--- src/design/bpio_pkg.sv ---
// package: register map, field layout and reset values of the port block
package bpio_pkg;
    // apb byte addresses of each port's three locations, ports 16 bytes apart
    localparam int unsigned PORT_STRIDE = 16;
    localparam logic [7:0] OFS_OUTPUT_LATCH = 8'h00;
    localparam logic [7:0] OFS_DIRECTION = 8'h04;
    localparam logic [7:0] OFS_INPUT_PINS = 8'h08;
    // mcu control register, shared by all ports
    localparam logic [7:0] OFS_MCU_CONTROL = 8'hf0;
    localparam int unsigned MCU_PULLUP_DISABLE_BIT = 0;
    localparam logic [31:0] MCU_CONTROL_RESET = 32'h0000_0000;
    localparam logic [7:0] LATCH_RESET = 8'h00;
    localparam logic [7:0] DIRECTION_RESET = 8'h00;
    localparam logic [31:0] READ_ZERO = 32'h0000_0000;
endpackage

--- src/design/bpio_pin_sync.sv ---
// two-stage synchroniser for one vector of pad levels
module bpio_pin_sync #(
    parameter int WIDTH = 8
) (
    input wire logic sys_clk,
    input wire logic rst_n,
    input wire logic [WIDTH-1:0] rawIn,
    output logic [WIDTH-1:0] syncOut
);
    logic [WIDTH-1:0] stageOne;

    always_ff @(posedge sys_clk or negedge rst_n) begin
        if (!rst_n) begin
            stageOne <= '0;
            syncOut <= '0;
        end else begin
            stageOne <= rawIn;
            syncOut <= stageOne;
        end
    end
endmodule

--- src/design/bpio_port_ctrl.sv ---
// bidirectional port pin control with apb registers and override interface
//
// What this block does
// - direction one enables driver, zero means input
// - input with latch one, no disable: pull-up
// - latch zero or output pin: pull-up off
// - output pin drives latch value onto pad
// - reset tri-states pins, pull-ups off, asynchronously
// - global pull-up disable kills every pull-up not under pull-up override
// - input bit reads pad, any direction
// - pad passes stageOne flip-flop then input register bit
// - sleep clamps digital input to ground
// - no clamp where interrupt enabled, or input enable override enabled with value one
// - clamp release gives an edge on pinLevel for downstream interrupt logic
// - pull-up override enable selects override value
// - direction override enable selects driver enable
// - value override drives override value when enabled
// - toggle override inverts the output latch bit
// - input enable override beats sleep state
// - alternate functions get unsynchronised input
// - analog link wired straight to pad
// - strobes per port, clock/sleep/disable shared
// - overrides come per pin from owning modules
// - writing one to input location toggles latch
// - three locations per port: latch, direction, input
//
// Design decisions made here: the APB interface to the registers and the register offsets.
module bpio_port_ctrl #(
    parameter int PORTS = 2,
    parameter int PINS = 8
) (
    input wire logic sys_clk,
    input wire logic rst_n,
    // apb slave
    input wire logic psel,
    input wire logic penable,
    input wire logic pwrite,
    input wire logic [7:0] paddr,
    input wire logic [31:0] pwdata,
    output logic [31:0] prdata,
    output logic pready,
    output logic pslverr,
    // shared sleep clamp from the sleep controller
    input wire logic sleepClamp,
    // external interrupt enable and edge sensing per pin
    input wire logic [PORTS*PINS-1:0] extIntEnable,
    // per-pin overrides from alternate-function owners
    input wire logic [PORTS*PINS-1:0] pullup_override_enable,
    input wire logic [PORTS*PINS-1:0] pullup_override_value,
    input wire logic [PORTS*PINS-1:0] direction_override_enable,
    input wire logic [PORTS*PINS-1:0] direction_override_value,
    input wire logic [PORTS*PINS-1:0] output_value_override_enable,
    input wire logic [PORTS*PINS-1:0] output_value_override_value,
    input wire logic [PORTS*PINS-1:0] output_toggle_override_enable,
    input wire logic [PORTS*PINS-1:0] input_enable_override_enable,
    input wire logic [PORTS*PINS-1:0] input_enable_override_value,
    // pad side, output enable low while driving
    input wire logic [PORTS*PINS-1:0] padIn,
    output logic [PORTS*PINS-1:0] padOut,
    output logic [PORTS*PINS-1:0] padOe_n,
    output logic [PORTS*PINS-1:0] padPullup,
    // to alternate functions
    output logic [PORTS*PINS-1:0] alt_function_raw_input,
    input wire logic [PORTS*PINS-1:0] analog_pad_link,
    output logic [PORTS*PINS-1:0] analogToAltFunction,
    // synchronised input levels, e.g. for interrupt edge detect
    output logic [PORTS*PINS-1:0] pinLevel
);
    localparam int N = PORTS * PINS;

    // ========================================================
    // register state
    // ========================================================
    logic [N-1:0] output_latch_register;
    logic [N-1:0] direction_register;
    logic [31:0] mcu_control_register;
    logic [N-1:0] input_pins_register;
    logic global_pullup_disable;

    // ========================================================
    // apb decode
    // ========================================================
    function automatic logic [7:0] portBase(input int p);
        portBase = 8'(p * bpio_pkg::PORT_STRIDE);
    endfunction

    wire apbSetup = psel && !penable;
    wire apbAccess = psel && penable;
    wire apbWrite = apbAccess && pwrite;
    wire hitMcu = paddr == bpio_pkg::OFS_MCU_CONTROL;

    // per-port strobes, shared by all pins of that port
    logic [PORTS-1:0] hitLatch;
    logic [PORTS-1:0] hitDir;
    logic [PORTS-1:0] hitPins;
    always_comb begin
        for (int p = 0; p < PORTS; p++) begin
            hitLatch[p] = paddr == portBase(p) + bpio_pkg::OFS_OUTPUT_LATCH;
            hitDir[p] = paddr == portBase(p) + bpio_pkg::OFS_DIRECTION;
            hitPins[p] = paddr == portBase(p) + bpio_pkg::OFS_INPUT_PINS;
        end
    end

    wire mapped = hitMcu || (|hitLatch) || (|hitDir) || (|hitPins);

    assign pready = 1'b1;
    assign global_pullup_disable =
        mcu_control_register[bpio_pkg::MCU_PULLUP_DISABLE_BIT];

    // ========================================================
    // latch and direction next values
    // ========================================================
    logic [N-1:0] next_output_latch_register;
    logic [N-1:0] next_direction_register;
    always_comb begin
        next_output_latch_register = output_latch_register;
        next_direction_register = direction_register;
        for (int p = 0; p < PORTS; p++) begin
            if (apbWrite && hitLatch[p]) begin
                next_output_latch_register[p*PINS +: PINS] =
                    pwdata[PINS-1:0];
            end
            if (apbWrite && hitPins[p]) begin
                next_output_latch_register[p*PINS +: PINS] =
                    output_latch_register[p*PINS +: PINS]
                    ^ pwdata[PINS-1:0];
            end
            if (apbWrite && hitDir[p]) begin
                next_direction_register[p*PINS +: PINS] = pwdata[PINS-1:0];
            end
        end
        // alternate-function toggle applies on top of any write
        next_output_latch_register = next_output_latch_register
            ^ output_toggle_override_enable;
    end

    always_ff @(posedge sys_clk or negedge rst_n) begin
        if (!rst_n) begin
            output_latch_register <=
                {PORTS{bpio_pkg::LATCH_RESET[PINS-1:0]}};
            direction_register <=
                {PORTS{bpio_pkg::DIRECTION_RESET[PINS-1:0]}};
            mcu_control_register <= bpio_pkg::MCU_CONTROL_RESET;
        end else begin
            output_latch_register <= next_output_latch_register;
            direction_register <= next_direction_register;
            if (apbWrite && hitMcu) begin
                mcu_control_register <= pwdata;
            end
        end
    end

    // ========================================================
    // pad control
    // ========================================================
    logic [N-1:0] driverOn;
    logic [N-1:0] normalPullup;
    logic [N-1:0] clampedLevel;
    logic [N-1:0] inputEnable;

    // per-pin choice between override value and normal control
    function automatic logic [N-1:0] overrideSel(
        input logic [N-1:0] en,
        input logic [N-1:0] val,
        input logic [N-1:0] norm
    );
        overrideSel = (en & val) | (~en & norm);
    endfunction

    assign driverOn = overrideSel(direction_override_enable,
        direction_override_value, direction_register);
    assign normalPullup = ~direction_register & output_latch_register
        & {N{~global_pullup_disable}};
    assign padPullup = overrideSel(pullup_override_enable,
        pullup_override_value, normalPullup);
    assign padOut = overrideSel(output_value_override_enable,
        output_value_override_value, output_latch_register);
    // registers reset asynchronously, so pads float at once
    assign padOe_n = ~driverOn;

    // sleep clamp unless interrupt enabled
    wire [N-1:0] normalInputEnable = ~{N{sleepClamp}} | extIntEnable;
    assign inputEnable = overrideSel(input_enable_override_enable,
        input_enable_override_value, normalInputEnable);
    // clamp forces ground; release gives edge downstream
    assign clampedLevel = padIn & inputEnable;

    // unsynchronised for alternate functions
    assign alt_function_raw_input = clampedLevel;
    assign analogToAltFunction = analog_pad_link;

    // ========================================================
    // input synchroniser
    // ========================================================
    bpio_pin_sync #(
        .WIDTH(N)
    ) u_sync (
        .sys_clk(sys_clk),
        .rst_n(rst_n),
        .rawIn(clampedLevel),
        .syncOut(input_pins_register)
    );
    assign pinLevel = input_pins_register;

    // ========================================================
    // read data
    // ========================================================
    logic [31:0] readMux;
    always_comb begin
        readMux = bpio_pkg::READ_ZERO;
        if (hitMcu) begin
            readMux = mcu_control_register;
        end
        for (int p = 0; p < PORTS; p++) begin
            if (hitLatch[p]) begin
                readMux[PINS-1:0] = output_latch_register[p*PINS +: PINS];
            end
            if (hitDir[p]) begin
                readMux[PINS-1:0] = direction_register[p*PINS +: PINS];
            end
            if (hitPins[p]) begin
                // pad level regardless of direction
                readMux[PINS-1:0] = input_pins_register[p*PINS +: PINS];
            end
        end
    end

    always_ff @(posedge sys_clk or negedge rst_n) begin
        if (!rst_n) begin
            prdata <= bpio_pkg::READ_ZERO;
        end else if (apbSetup && !pwrite) begin
            prdata <= readMux;
        end
    end

    assign pslverr = apbAccess && !mapped;
    // are kept by software; bits change freely here
endmodule

--- config.mk ---
export PLATFORM = sky130hd
export DESIGN_NAME = bpio_port_ctrl
export DESIGN_NICKNAME = d
export VERILOG_FILES = /design/src/design/bpio_pkg.sv /design/src/design/bpio_pin_sync.sv /design/src/design/bpio_port_ctrl.sv
export SDC_FILE = /design/constraint.sdc
export NUM_CORES = 1
export LEC_CHECK = 0
export CORE_MARGIN = 2
export CORE_UTILIZATION = 30
export DETAILED_ROUTE_END_ITERATION = 8
export DONT_BUFFER_PORTS = 1
export GPL_TIMING_DRIVEN = 0
export PLACE_DENSITY = 0.52
export SYNTH_ARGS = -nofsm -noshare
export SYNTH_HDL_FRONTEND = slang
export SYNTH_HIERARCHICAL = 1
export SYNTH_SLANG_ARGS = --single-unit
--- constraint.sdc ---
create_clock -name sys_clk -period 2.62 [get_ports sys_clk]
set_clock_uncertainty 0.05 [all_clocks]
set_input_delay 0.393 -clock sys_clk [delete_from_list [all_inputs] [get_ports sys_clk]]
set_output_delay 0.393 -clock sys_clk [all_outputs]
set_load 0.05 [all_outputs]
==> metrics <==
maximum fanout along the worst path 10; Comb power frac 21.8%; critical path class reg2out; Slew @ Worst Pin approximately 1.3 ns; Final Hold Viols 128; first-pass GRT wire length approximately 29000 um; post-CTS setup buffers 0; Routed WL 20700 um; H-Tree Depth 4; TritonCTS Buffers 17; routed vias 4685; peak supply drop approximately 0.00039 V; Synth cell types 53; clock latency on the worst-skew pair 0.43 ns; Setup WS pre-CTS -0.326 ns; clock network power share 38.4%; critical path's slowest cell o41ai_4; Cell Chain, Critical Path clkbuf_4 -> o41ai_4; Synth Flop Type dfrtp_1; DR pass1 iterations 4; drt via density approximately 5.3; Placement Rows 53; Synth Instances about 580; WP data arrival 2.00 ns; synth warn 6; clock sinks 128; Top Family by Delay on Critical Path compound AO/OA/AOI/OAI gates; Max clock buf depth 2; gr ovfl total 0; DIE HEIGHT 149 um; Post-synth EDFFs 0; RSZ-0062 raised after global routing false; Yosys top cell area share 50.9%; Layout area overhead 17.7%; fin crit share between 90 and 100%; layout cells sized above 1 20.2%; post-layout util 35.6%; Die Wd 149 um; overall power consumption 6310 uW; Cell Area, Synth 6300 um^2; Slew Limit Fails 0; Finish-stage setup viols 0; sequential area share after synthesis around 51%; wire length per cell 23.2 um; Sw Share 38.0%; Net Switching 2400 uW; most frequent cells in the layout dfrtp_1, inv_1, mux2_2; max incr delay on CP 0.70 ns; Starting Density 30.2%; Final Net Count 839; commonest non-fill, non-tap cell in the layout dfrtp_1; Core ar. 20800 um^2; failing checks hold timing; max cap viols 0; internal power 3910 uW; DR DRC count 0; GRT Util Overall 18.2%; Post-Syn Nets around 800; largest net degree at the start of global routing 129; Seq pwr share 39.7%; Clock transition at path regs about 0.07 ns; CTS tree built; final worst path period need 2.44 ns; status finished with violations; vias in the first global route 4843; Critical Path Sink Type primary output; final setup margin approximately 0.18 ns; crit start category flop; relative slew slack 10.1%; cell area after layout about 7400 um^2; Hold Crit Class in2async; Synth area leader dfrtp_1; worst path bufs/invs 1; cell area after placement 6670 um^2; Avg Cell Area, Syn 10.9 um^2; 1st-iter DRT viols around 190; Lkg Pwr 0.00344 uW; number of port buffers 0; PD cells roughly 850 nW/um^2; Max Freq 410 MHz; post-route ant nets 0; Hold WS -0.386 ns; initial antenna violation count 1; post-synthesis register bit count 128; io pins 368; die area 22200 um^2; Placer Congestion 0.879; Area contributors post-synth dfrtp_1, mux2_2, mux2_1; required time of the worst setup path 2.18 ns; Root Driver clkbuf_16; hold_buf cts 7; Post-DP HPWL 15900 um; Async SR Flop Fraction between 90% and 100%
[cell usage after synthesis, drive strengths merged, types with 3 or more instances]
| library cell | count |
|---|---|
| dfrtp | 128 |
| mux2 | 60 |
| inv | 50 |
| nand2 | 45 |
| o21ai | 43 |
| buf | 30 |
| nor2 | 26 |
| a22o | 24 |
| a31oi | 17 |
| mux2i | 16 |
| xnor2 | 16 |
| xor2 | 16 |
| clkbuf | 13 |
| a32o | 11 |
| nand3 | 11 |
| or3 | 11 |
| a32oi | 6 |
| o211a | 6 |
| o221ai | 6 |
| and3 | 5 |
| nor3 | 5 |
| o41ai | 4 |
| nand2b | 3 |
| nand4 | 3 |
[repair_timing]
action,4_1_cts,5_1_grt
setup endpoints to repair,10,1
hold endpoints to repair,135,128
gates resized for setup,9,2
pin swaps,4,0
[routing by layer]
metal / up-vias / track usage [%] / wire, um
li1: 2094 / - / -
met1: 2296 / 21.6 / 7970
met2: 274 / 32.0 / 10900
met3: 21 / 4.92 / 1530
met4: 0 / 5.95 / 312
met5: - / 0 / 0
[per-stage QoR]
| step | std cells | hold WS [ns] | TNS (ns) |
|---|---|---|---|
| final | 890 | -0.386 | 0 |
| after global routing | 890 | -0.413 | 0 |
| after CTS | 889 | -0.415 | 0 |
| after detailed placement | 851 | 0.0525 | -2.00 |
| after global placement | 851 | 0.0521 | -4.40 |
| after floorplan | 576 | 0.0474 | -1.05 |
[sequential cells by signal, summed over array words and instances (netlist names)]
register,cells
direction_register,16
mcu_control_register,32
output_latch_register,16
prdata,32
u_sync/stageOne,16
u_sync/syncOut,16
[kinds of logic (layout without fill, tap and decap cells)]
family | Yosys count | count (layout) | synth area share, %
buffers and inverters | 93 | 131 | 7.07
multiplexers | 76 | 76 | 13.3
XOR/XNOR | 32 | 32 | 4.45
AO/OA/AOI/OAI | 127 | 127 | 14.6
other | 1 | 2 | 0.0595
AND/OR/NAND/NOR | 119 | 119 | 9.72
flip-flops | 128 | 128 | 50.9
[area by class of cell]
| type | count | area (um^2) |
|---|---|---|
| clock inverter | 15 | 188 |
| tap | 275 | 344 |
| clock buffer | 17 | 425 |
| antenna | 1 | 2.50 |
| multi-input combinational | 355 | 2730 |
| inverter | 50 | 188 |
| sequential | 128 | 3200 |
| fill | 2060 | 13400 |
| timing repair buffer | 7 | 70.1 |
| buffer | 42 | 259 |
[power by group through the flow]
stage          registers, uW  clock network, uW  logic, uW
2_1_floorplan           2460                  0       1210
6_report                2510               2430       1380
5_1_grt                 2540               2590       1450
3_3_place_gp            2530                  0       1310
3_5_place_dp            2550                  0       1340
4_1_cts                 2510               2510       1390
[final timing paths]
check	start	end	slack [ns]	cells past startpoint
min reg2reg	u_sync/stageOne[8]	u_sync/syncOut[8]	0.30	0
min in group sys_clk	output_toggle_override_enable[14]	output_latch_register[14]	0.03	1
min	rst_n	prdata[9]	-0.39	0
max in group asynchronous	rst_n	mcu_control_register[26]	2.68	0
max reg2reg	output_latch_register[5]	prdata[5]	0.90	4
max	mcu_control_register[0]	padPullup[0]	0.18	2
Note: power is estimated with default switching activity, not from simulation.
